--- src/hw/iser_regs.vh ---
// register map, field positions and reset values of the interrupt registers
`ifndef ISER_REGS_VH
`define ISER_REGS_VH

// ****************************************************************
// bus geometry
// ****************************************************************
`define ISER_DATA_W        32
`define ISER_ADDR_W        5

// ****************************************************************
// byte offsets from the block base
// ****************************************************************
`define ISER_OFF_STATUS    5'h00
`define ISER_OFF_PENDING   5'h04
`define ISER_OFF_ENABLE    5'h08
`define ISER_OFF_ACK       5'h0c
`define ISER_OFF_SET_EN    5'h10
`define ISER_OFF_MASTER    5'h1c

// ****************************************************************
// master control fields
// ****************************************************************
`define ISER_MC_ME_BIT     0
`define ISER_MC_HIE_BIT    1

// ****************************************************************
// reset values
// ****************************************************************
`define ISER_RST_STATUS    32'h0000_0000
`define ISER_RST_ENABLE    32'h0000_0000
`define ISER_RST_PENDING   32'h0000_0000
`define ISER_RST_RDATA     32'h0000_0000
`define ISER_RST_ME        1'b0
`define ISER_RST_HIE       1'b0

`endif

--- src/hw/iser_top.v ---
// interrupt status, enable, acknowledge and master control registers
`timescale 1ns/1ps
`include "iser_regs.vh"

module iser_top #(
  parameter NUM_INPUTS      = 32,
  parameter HAS_PENDING     = 1,
  parameter HAS_SET_ENABLES = 1
) (
  input  wire                      ref_clk,
  input  wire                      rstn,
  input  wire [NUM_INPUTS-1:0]     hw_intr,
  input  wire [`ISER_ADDR_W-1:0]   bus_addr,
  input  wire                      bus_wr,
  input  wire                      bus_rd,
  input  wire [`ISER_DATA_W-1:0]   bus_wdata,
  output reg  [`ISER_DATA_W-1:0]   bus_rdata_q,
  output reg                       bus_rvalid_q,
  output reg                       bus_wack_q,
  output reg                       irq_q
);

  // ****************************************************************
  // input synchroniser
  // ****************************************************************
  reg [NUM_INPUTS-1:0] hw_meta_q;
  reg [NUM_INPUTS-1:0] hw_sync_q;

  always @(posedge ref_clk or negedge rstn) begin
    if (!rstn) begin
      hw_meta_q <= {NUM_INPUTS{1'b0}};
      hw_sync_q <= {NUM_INPUTS{1'b0}};
    end else begin
      hw_meta_q <= hw_intr;
      hw_sync_q <= hw_meta_q;
    end
  end

  // ****************************************************************
  // address decode
  // ****************************************************************
  wire [`ISER_ADDR_W-1:0] word_addr;
  wire                    hit_status;
  wire                    hit_pending;
  wire                    hit_enable;
  wire                    hit_ack;
  wire                    hit_set_en;
  wire                    hit_master;

  // low two address bits do not select; every location is a word
  assign word_addr   = {bus_addr[`ISER_ADDR_W-1:2], 2'b00};
  assign hit_status  = (word_addr == `ISER_OFF_STATUS);
  assign hit_pending = (word_addr == `ISER_OFF_PENDING);
  assign hit_enable  = (word_addr == `ISER_OFF_ENABLE);
  assign hit_ack     = (word_addr == `ISER_OFF_ACK);
  assign hit_set_en  = (word_addr == `ISER_OFF_SET_EN);
  assign hit_master  = (word_addr == `ISER_OFF_MASTER);

  wire wr_status;
  wire wr_enable;
  wire wr_ack;
  wire wr_set_en;
  wire wr_master;

  assign wr_status = bus_wr && hit_status;
  assign wr_enable = bus_wr && hit_enable;
  assign wr_ack    = bus_wr && hit_ack;
  assign wr_master = bus_wr && hit_master;
  assign wr_set_en = bus_wr && hit_set_en && (HAS_SET_ENABLES != 0);

  // ****************************************************************
  // master control
  // ****************************************************************
  reg me_q;
  reg hie_q;

  always @(posedge ref_clk or negedge rstn) begin
    if (!rstn) begin
      me_q  <= `ISER_RST_ME;
      hie_q <= `ISER_RST_HIE;
    end else begin
      if (wr_master) begin
        me_q <= bus_wdata[`ISER_MC_ME_BIT];
      end
      if (wr_master && bus_wdata[`ISER_MC_HIE_BIT]) begin
        hie_q <= 1'b1;
      end
    end
  end

  // ****************************************************************
  // per-input status and enable cells
  // ****************************************************************
  wire [`ISER_DATA_W-1:0] status_w;
  wire [`ISER_DATA_W-1:0] enable_w;
  wire                    sw_write_ok;

  // software writes to the status register blocked after hardware enable
  assign sw_write_ok = wr_status && !hie_q;

  genvar gi;
  generate
    for (gi = 0; gi < `ISER_DATA_W; gi = gi + 1) begin : g_bit
      if (gi < NUM_INPUTS) begin : g_used
        iser_bit u_bit (
          .ref_clk   (ref_clk),
          .rstn      (rstn),
          .hw_active (hw_sync_q[gi]),
          .hw_sel    (hie_q),
          .sw_set    (sw_write_ok && bus_wdata[gi]),
          .ack       (wr_ack && bus_wdata[gi]),
          .en_wr     (wr_enable),
          .en_wdata  (bus_wdata[gi]),
          .en_set    (wr_set_en && bus_wdata[gi]),
          .status_q  (status_w[gi]),
          .enable_q  (enable_w[gi])
        );
      end else begin : g_unused
        assign status_w[gi] = 1'b0;
        assign enable_w[gi] = 1'b0;
      end
    end
  endgenerate

  // ****************************************************************
  // pending view
  // ****************************************************************
  wire [`ISER_DATA_W-1:0] pending_w;

  generate
    if (HAS_PENDING != 0) begin : g_pending
      assign pending_w = status_w & enable_w;
    end else begin : g_no_pending
      assign pending_w = `ISER_RST_PENDING;
    end
  endgenerate

  // ****************************************************************
  // interrupt request output
  // ****************************************************************
  wire irq_d;

  assign irq_d = me_q && (|(status_w & enable_w));

  always @(posedge ref_clk or negedge rstn) begin
    if (!rstn) begin
      irq_q <= 1'b0;
    end else begin
      irq_q <= irq_d;
    end
  end

  // ****************************************************************
  // read data
  // ****************************************************************
  reg [`ISER_DATA_W-1:0] rdata_d;

  always @* begin
    rdata_d = `ISER_RST_RDATA;
    if (hit_status) begin
      rdata_d = status_w;
    end else if (hit_pending) begin
      rdata_d = pending_w;
    end else if (hit_enable) begin
      rdata_d = enable_w;
    end else if (hit_master) begin
      rdata_d[`ISER_MC_ME_BIT]  = me_q;
      rdata_d[`ISER_MC_HIE_BIT] = hie_q;
    end
  end

  always @(posedge ref_clk or negedge rstn) begin
    if (!rstn) begin
      bus_rdata_q  <= `ISER_RST_RDATA;
      bus_rvalid_q <= 1'b0;
      bus_wack_q   <= 1'b0;
    end else begin
      bus_rvalid_q <= bus_rd;
      bus_wack_q   <= bus_wr;
      if (bus_rd) begin
        bus_rdata_q <= rdata_d;
      end
    end
  end

endmodule // iser_top

--- src/hw/iser_bit.v ---
// one interrupt input: sticky status flag and its enable bit
`timescale 1ns/1ps
`include "iser_regs.vh"

module iser_bit (
  input  wire ref_clk,
  input  wire rstn,
  input  wire hw_active,
  input  wire hw_sel,
  input  wire sw_set,
  input  wire ack,
  input  wire en_wr,
  input  wire en_wdata,
  input  wire en_set,
  output reg  status_q,
  output reg  enable_q
);

  reg status_d;
  reg enable_d;

  // ****************************************************************
  // next state
  // ****************************************************************
  always @* begin
    status_d = status_q;
    if (ack) begin
      status_d = 1'b0;
    end
    if ((hw_sel && hw_active) || (!hw_sel && sw_set)) begin
      status_d = 1'b1;
    end
    enable_d = enable_q;
    if (en_wr) begin
      enable_d = en_wdata;
    end else if (en_set) begin
      enable_d = 1'b1;
    end
  end

  // ****************************************************************
  // state
  // ****************************************************************
  // cleared on reset
  always @(posedge ref_clk or negedge rstn) begin
    if (!rstn) begin
      status_q <= 1'b0;
      enable_q <= 1'b0;
    end else begin
      status_q <= status_d;
      enable_q <= enable_d;
    end
  end

endmodule // iser_bit

--- config.mk ---
export PLATFORM = sky130hd
export DESIGN_NAME = iser_top
export DESIGN_NICKNAME = d
export VERILOG_FILES = /design/src/hw/iser_top.v /design/src/hw/iser_bit.v
export VERILOG_INCLUDE_DIRS = /design/src /design/src/hw
export SDC_FILE = /design/constraint.sdc
export NUM_CORES = 1
export LEC_CHECK = 0
export BUFFER_PORTS_ARGS = -buffer_cell sky130_fd_sc_hd__buf_2
export CORE_UTILIZATION = 30
export DETAILED_ROUTE_END_ITERATION = 6
export PLACE_DENSITY = 0.47
export SLEW_MARGIN = 15
export SYNTH_ARGS = -nofsm -noshare
export SYNTH_HDL_FRONTEND = slang
export SYNTH_SLANG_ARGS = --single-unit
--- constraint.sdc ---
create_clock -name ref_clk -period 1.81 [get_ports ref_clk]
set_input_delay 0.2715 -clock ref_clk [delete_from_list [all_inputs] [get_ports ref_clk]]
set_output_delay 0.2715 -clock ref_clk [all_outputs]
set_load 0.01 [all_outputs]
==> results by group, run 1 <==
Run status
  – Status: finished clean

Min path
  – Hold path depth: 1
  – Worst hold path endpoint: bus_wack_q
  – Min-delay worst type: input port to flip-flop
  – Hold wc startpoint: bus_wr

Clocking
  – CTS tree: yes
  – Post-cts resize count: 0
  – CTS Buffer Depth: 2
  – Clock slew at reported path FFs: 60 ps
  – Root buf cell: clkbuf_16
  – Total clock buffers created by CTS: 17
  – H-tree Lvls: 4
  – Clock Sinks: 165
  – Worst skew pair latency: 430 ps

Logic synthesis
  – Seq cells post-synth: 165
  – Sequential share of the synthesized area: 65.66%
  – Largest cells by area after synthesis: dfrtp_1, a221o_1, a22o_1, o22ai_1, a21boi_0
  – Top cell type's share of synthesized area: 65.66%
  – Cell variety after synth: 39
  – Synth area leader: dfrtp_1
  – Synth warnings: 0
  – Post-Synthesis Cells: 470
  – Synthesized Nets: 543
  – Avg Inst Size Synth: 13.38 sq um
  – Cell Area, Synth: 6289 sq um

Floorplan
  – Die ar.: 21,540 sq um
  – Io pins: 108
  – Die X-Extent: 146.8 microns
  – Initial Utilization: 30.88%
  – Row count: 52
  – Die H: 146.8 microns
  – Total core area: 20,360 sq um

Global routing
  – Vias in the first global route: 4,787
  – First-pass GRT wire length: 27,600 microns
  – Initial antenna violation count: 0
  – Total gr overflow: 0
  – Overall Global Routing Usage: 17.09%
  – Largest net degree at the start of global routing: 48

Critical path
  – Crit-path cells: a22o_1 -> a221oi_1 -> nand4_1 -> o31a_1
  – Max stage delay cell, worst path: dfrtp_1
  – Worst EP arrival: 1920 ps
  – CP Class: flip-flop to flip-flop
  – Crit Reg-Reg Startpoint: g_bit[20].g_used.u_bit.status_q
  – Critical path endpoint category: flip-flop
  – R2R depth: 4
  – Crit-path max FO: 4
  – Crit start category: flip-flop
  – Slowest cell delay on critical path: 400 ps
  – Critical register-to-register path endpoint: irq_q
  – CP top delay family: compound AO/OA/AOI/OAI gates
  – Critical path buffer and inverter count: 0
  – Req. time, crit path: 2110 ps
  – R2R Setup Slk: 190 ps

Finish
  – Synth-to-layout area growth: 29.53%
  – Share of layout cells above drive strength 1: 26.27%
  – Cell Count, Final, Fillers Out: 898
  – Final Net Count: 689
  – Ant diodes: 0

Placement
  – Final GP Congestion: 0.7536
  – Post-DP HPWL: 11,290 microns
  – Placed Instances: 834
  – Buffers on Ports: 105

Power
  – Reg power frac: 46.8%
  – PD cells: 1139 nW/um^2
  – Power Internal: 0.006904 W
  – Comb power frac: 13.7%
  – Sw Pwr: 0.002376 W
  – Peak VDD IR: 567.3 uV
  – Leak: 3.611 nW
  – Switching Share: 25.60%
  – Clock power share: 39.4%

Timing
  – Total Neg Setup Slack: 0 ps
  – Setup Viol. Count Final: 0
  – Min Tclk post-route: 1617 ps
  – RSZ-0062 raised after global routing: false
  – WHS: 72.61 ps
  – Layout Skew: 11.62 ps
  – Slew Limit Fails: 0
  – FMAX: 618.2 MHz
  – Tightest Pin Transition: 462.6 ps
  – Max-slew headroom: 69.16%
  – Final worst path period share: 89.36%
  – Final hold vios: 0

Drt
  – Initial DRC count: 303
  – Avg WL per Cell: 19.27 microns
  – Routed Antenna Nets: 0
  – Vias: 4,549
  – # DRC: 0
  – Drt first pass iters: 6
  – Via/cell ratio: 5.066
  – Final wirelength: 17,300 microns

Job
  – Max Cap Viol: 0
Yosys cell counts, drive strengths merged:
cell type,n
a21boi,32
a21o,6
a21oi,2
a221o,32
a221oi,3
a22o,35
a22oi,13
a2bb2oi,1
a31o,1
a31oi,1
a32oi,16
and3,2
and4,2
and4b,1
buf,21
clkbuf,13
dfrtp,165
inv,34
mux2,1
mux2i,7
nand2,13
nand2b,16
nand3,1
nand4,3
nor2,2
nor2b,3
nor3b,1
o21ai,1
o22a,7
o22ai,32
o31a,1
o41ai,1
xnor2,1
kinds of logic (layout without fill, tap and decap cells):
| logic type | after synthesis | after routing | share of synthesized area, % |
|---|---|---|---|
| AOI/OAI and AO/OA | 184 | 184 | 23.76 |
| DFF | 165 | 165 | 65.66 |
| muxes | 8 | 8 | 1.293 |
| and+or+nand+nor | 44 | 44 | 4.159 |
| buffers and inverters | 68 | 226 | 4.994 |
| xor gates and xnor gates | 1 | 1 | 0.1393 |
metrics by stage:
stage | util (%) | power (W) | setup WS [ps] | instance area (sq um)
floorplan | - | 0.005049 | 438.3 | 6289
global placement | 35.43 | 0.005611 | 132.7 | 7216
detailed placement | 35.43 | 0.005640 | 94.45 | 7216
CTS | 40.00 | 0.009411 | 203.1 | 8145
global route | 40.00 | 0.009736 | 69.12 | 8145
finish | 40.00 | 0.009280 | 192.5 | 8145
cell type report:
type / count / area [sq um]
multi-input cells: 237 / 1854
repair buffers: 161 / 1097
clock inverters: 11 / 152.6
inverters: 34 / 127.6
fillers: 1930 / 12220
well taps: 270 / 337.8
clock buffers: 20 / 446.7
flip-flops and latches: 165 / 4129
layout by cell type, fill, tap and decap left out, types with 2 or more instances in the layout:
cell and n:
dfrtp_1 165, buf_2 104, a22o_1 35, inv_1 33, dlygate4sd3_1 33, a221o_1 32, o22ai_1 32, a21boi_0 26
buf_4 18, clkbuf_16 17, nand2b_1 16, a32oi_1 16, nand2_1 13, a22oi_1 13, mux2i_1 7, o22a_1 7
a21boi_1 6, a21o_1 6, buf_12 5, a221oi_1 3, nand4_1 3, clkinvlp_4 3, bufinv_16 3, clkinv_4 3
and3_1 2, a21oi_1 2, nor2b_1 2, clkbuf_1 2
state kept, by name, summed over array words and instances (netlist names):
signal                       count
me_q                             1
g_bit.g_used.u_bit.enable_q     32
hw_meta_q                       32
hw_sync_q                       32
bus_rvalid_q                     1
bus_wack_q                       1
bus_rdata_q                     32
irq_q                            1
g_bit.g_used.u_bit.status_q     32
hie_q                            1
power groups by stage:
stage	clock, W	combinational [W]	sequential, W
5_1_grt	0.00394	0.00140	0.00440
6_report	0.00366	0.00127	0.00435
4_1_cts	0.00377	0.00129	0.00434
3_5_place_dp	0	0.00123	0.00441
3_3_place_gp	0	0.00122	0.00440
2_1_floorplan	0	0.000672	0.00438
how the worst max path moves through the flow:
stage                                    startpoint                               to  slack, ps  cells past startpoint
global route        g_bit[20].g_used.u_bit.status_q                            irq_q         70                      4
global placement                        bus_addr[4]  g_bit[14].g_used.u_bit.status_q        130                      5
CTS                 g_bit[20].g_used.u_bit.status_q                            irq_q        200                      4
floorplan                                     hie_q   g_bit[0].g_used.u_bit.status_q        440                      5
finish              g_bit[20].g_used.u_bit.status_q                            irq_q        190                      4
detailed placement                      bus_addr[4]   g_bit[6].g_used.u_bit.status_q         90                      5
metal layers:
layer | share of wire, % | GRT usage, % | wire [microns]
met4 | 0.83 | 5.104 | 143
met1 | 47 | 24.00 | 8054
met3 | 5.6 | 4.006 | 975
met2 | 47 | 26.21 | 8129
met5 | 0 | 0 | 0
repair_timing:
item / in CTS / in global routing
setup endpoints to repair: 0 / 0
hold buffers: 33 / 0
hold endpoints to repair: 68 / 0
buffers inserted: 0 / 0
Note: power is estimated with default switching activity, not from simulation.
==> inputs of run 2 (changes only) <==
Settings changed: ABC_AREA set to 1.
==> run 2 against run 1 <==
Non-clock buffer count decreased by 3. Worst setup slack improved by 360 ps. Flip-flop and latch count unchanged. Register-to-register slack improved by 380 ps. Sequential share of layout area decreased by 0.98 points. Critical path depth decreased by 3. Count of clock-buffer cells in the layout increased by 3. Area after synthesis increased by 2.9%. Combinational power increased by 8%. Synthesized cell count increased by 50%. Critical path type is now flip-flop to primary output. Largest power group unchanged. Highest routed layer is now met5.
==> results by group, run 2 <==
Critical path
  – Crit-path cells: buf_2
  – Worst Setup SP: bus_rdata_q[20]
  – Crit start category: flip-flop
  – Critical path buffer and inverter count: 1 (+1)
  – Crit-path max FO: 2 (-2)
  – Critical path endpoint category: primary output
  – CP top delay family: flip-flops
  – Worst EP arrival: 990 ps (-930 ps)
  – Max stage delay cell, worst path: dfrtp_1
  – Slowest cell delay on critical path: 410 ps (about the same)
  – Crit Reg-Reg Startpoint: hie_q
  – Req. time, crit path: 1540 ps (-570 ps)
  – CP Class: flip-flop to primary output

Logic synthesis
  – Most frequent cells after synthesis: nand2_1, dfrtp_1, nor2_1
  – Cell Area, Synth: 6470 sq um (+2.9%)
  – Top cell type's share of synthesized area: 63.82% (-1.8 points)
  – Sequential share of the synthesized area: 63.82% (-1.8 points)
  – Post-Synthesis Cells: 706 (+50%)
  – Share of flip-flops with an asynchronous set or reset: 100.0% (unchanged)
  – Seq cells post-synth: 165 (unchanged)
  – Post-Synth XOR/XNOR Area: 0% (-0.14 points)
  – Post-synth EDFFs: 0 (unchanged)
  – Synth warnings: 0 (unchanged)
  – Ys flop type: dfrtp_1
  – Largest family of logic cells by synthesized area: simple AND/OR/NAND/NOR gates
  – Synthesized Nets: 779 (+43%)
  – Compound-Gate Fraction of Synth Area: 9.050% (-15 points)
  – Multiplexer area fraction after synthesis: 0% (-1.3 points)
  – Cell variety after synth: 19 (-51%)
  – Avg Inst Size Synth: 9.164 sq um (-32%)
  – Synth area leader: dfrtp_1
  – Area share of and/or/nand/nor cells after synthesis: 20.61% (+16 points)
  – Largest cells by area after synthesis: dfrtp_1, nand2_1, nor2_1, o22ai_1, inv_1
  – Adder-cell share of the synthesized area: 0% (unchanged)
  – Most common cell in the netlist: nand2_1

Floorplan
  – Die H: 148.9 microns (+1.4%)
  – Die ar.: 22,160 sq um (+2.8%)
  – Die X-Extent: 148.9 microns (+1.4%)
  – Total core area: 21,090 sq um (+3.6%)
  – Initial Utilization: 30.68% (-0.20 points)
  – Row count: 53 (+1.9%)
  – Io pins: 108 (unchanged)

Timing
  – Max-slew headroom: 69.83% (+0.66 points)
  – Slew Limit Fails: 0 (unchanged)
  – RSZ-0062 raised after global routing: false
  – Tightest Pin Transition: 452.6 ps (-9.950 ps)
  – FMAX: 793.3 MHz (+28%)
  – Min Tclk post-route: 1260 ps (-357.0 ps)
  – Total Neg Setup Slack: 0 ps (unchanged)
  – Final hold vios: 0 (unchanged)
  – Setup Viol. Count Final: 0 (unchanged)
  – WHS: 48.43 ps (-24.18 ps)
  – Final worst path period share: 69.64% (-20 points)
  – Layout Skew: 7.957 ps (-3.664 ps)

Global routing
  – Initial antenna violation count: 1 (+1)
  – Met2 Use GR: 26.54% (+0.33 points)
  – Grt met3 use: 3.792% (-0.21 points)
  – Total gr overflow: 0 (unchanged)
  – Overall Global Routing Usage: 16.63% (-0.46 points)
  – First-pass GRT wire length: 27,460 microns (-0.50%)
  – M1 GR Usage: 22.81% (-1.2 points)
  – GR peak layer: met2
  – Largest net degree at the start of global routing: 65 (+35%)
  – Vias in the first global route: 5,139 (+7.4%)

Power
  – Switching Share: 27.15% (+1.5 points)
  – Power Internal: 0.006665 W (-3.5%)
  – Leak: 4.040 nW (+12%)
  – Reg power frac: 47.2% (+0.4 points)
  – Comb power frac: 14.9% (+1.2 points)
  – Sw Pwr: 0.002484 W (+4.6%)
  – Peak VDD IR: 624.9 uV (+10%)
  – Clock power share: 37.9% (-1.5 points)
  – PD cells: 1102 nW/um^2 (-3.3%)

Finish
  – Most frequent cells in the layout: nand2_1, dfrtp_1, nor2_1, buf_2, inv_1
  – Ant diodes: 0 (unchanged)
  – Synth-to-layout area growth: 28.37%
  – Final Net Count: 924 (+34%)
  – Commonest non-fill, non-tap cell in the layout: nand2_1
  – # fillers: 2,127 (+10%)
  – Share of layout cells above drive strength 1: 19.10% (-7.2 points)

Placement
  – Buffers on Ports: 105 (unchanged)
  – Post-DP HPWL: 11,310 microns (+0.11%)
  – Final GP Congestion: 0.7528 (-0.11%)

Clocking
  – Total clock buffers created by CTS: 17 (unchanged)
  – CTS tree: yes
  – H-tree Lvls: 4 (unchanged)
  – Root buf cell: clkbuf_16
  – Clock slew at reported path FFs: 60 ps (about the same)
  – CTS Buffer Depth: 2 (unchanged)
  – Post-CTS setup buffer count: 0 (unchanged)
  – Post-cts resize count: 0 (unchanged)
  – Clock Sinks: 165 (unchanged)
  – Worst skew pair latency: 420 ps (about the same)

Drt
  – Drt first pass iters: 4 (-2)
  – Via/cell ratio: 4.442 (-12%)
  – Final wirelength: 17,190 microns (-0.66%)
  – Vias: 5,060 (+11%)
  – Routed Antenna Nets: 0 (unchanged)
  – Initial DRC count: 260 (-14%)
  – Avg WL per Cell: 15.09 microns (-22%)
  – # DRC: 0 (unchanged)

Min path
  – Min-delay worst type: input port to flip-flop
  – Hold wc startpoint: bus_wr

Job
  – Max Cap Viol: 0 (unchanged)

Run status
  – Status: finished clean
[run 2: cell count changes after synthesis, sizes merged, moves of 30 or more]
| cell | previous run | this run |
|---|---|---|
| o21ai | 1 | 35 |
| nand2 | 13 | 188 |
| a22o | 35 | 0 |
| nand3 | 1 | 34 |
| inv | 34 | 73 |
| a21boi | 32 | 0 |
| nor2 | 2 | 110 |
| o22ai | 32 | 62 |
| a221o | 32 | 0 |
[run 2: cells by family after synthesis]
kind of cell	after synthesis
AO/OA/AOI/OAI	101
flip-flops	165
buffers and inverters	105
AND/OR/NAND/NOR	335
[run 2: path summary, 6_finish.rpt]
check	to	slack, ps	cells past startpoint
worst min-delay path	bus_wack_q	50	1
worst max register to register	g_bit[6].g_used.u_bit.status_q	570	4
worst max-delay path	bus_rdata_q[20]	550	1
min in group asynchronous	bus_rdata_q[18]	300	2
worst min register to register	hw_sync_q[27]	350	0
max in group asynchronous	g_bit[12].g_used.u_bit.status_q	920	3
[run 2: through the flow]
step	power, W	area, sq um	worst slack [ps]	utilization (%)	std cells
5_1_grt	0.009658	8305	499.7	39.39	1139
4_1_cts	0.009266	8305	525.3	39.39	1139
3_5_place_dp	0.005719	7411	308.8	35.14	1074
6_report	0.009149	8305	549.5	39.39	1139
2_1_floorplan	0.005129	6470	694.1	-	706
3_3_place_gp	0.005702	7411	296.0	35.14	1074
[run 2: power groups by stage]
stage          registers [W]  logic, W  clock network (W)
2_1_floorplan        0.00438  0.000752                  0
3_3_place_gp         0.00437   0.00133                  0
3_5_place_dp         0.00438   0.00134                  0
4_1_cts              0.00431   0.00140            0.00355
5_1_grt              0.00437   0.00157            0.00372
6_report             0.00431   0.00137            0.00347
[run 2: cell type report]
type | instances | area [sq um] | share of cell area, %
well taps | 275 | 344.1 | 4.143
clock inverters | 9 | 76.32 | 0.9190
flip-flops and latches | 165 | 4129 | 49.71
repair buffers | 158 | 1075 | 12.94
clock buffers | 23 | 488.0 | 5.875
multi-input cells | 436 | 1919 | 23.11
inverters | 73 | 274.0 | 3.299
[run 2: per-layer routing]
metal / wire, microns / up-vias
met5: 10 / -
met2: 7883 / 97
li1: - / 2541
met4: 116 / 2
met3: 663 / 9
met1: 8513 / 2411
[run 2: what timing repair did]
action,4_1_cts,5_1_grt
endpoints found under the hold margin,57,0
endpoints found under the setup margin,0,0
hold buffers,33,0
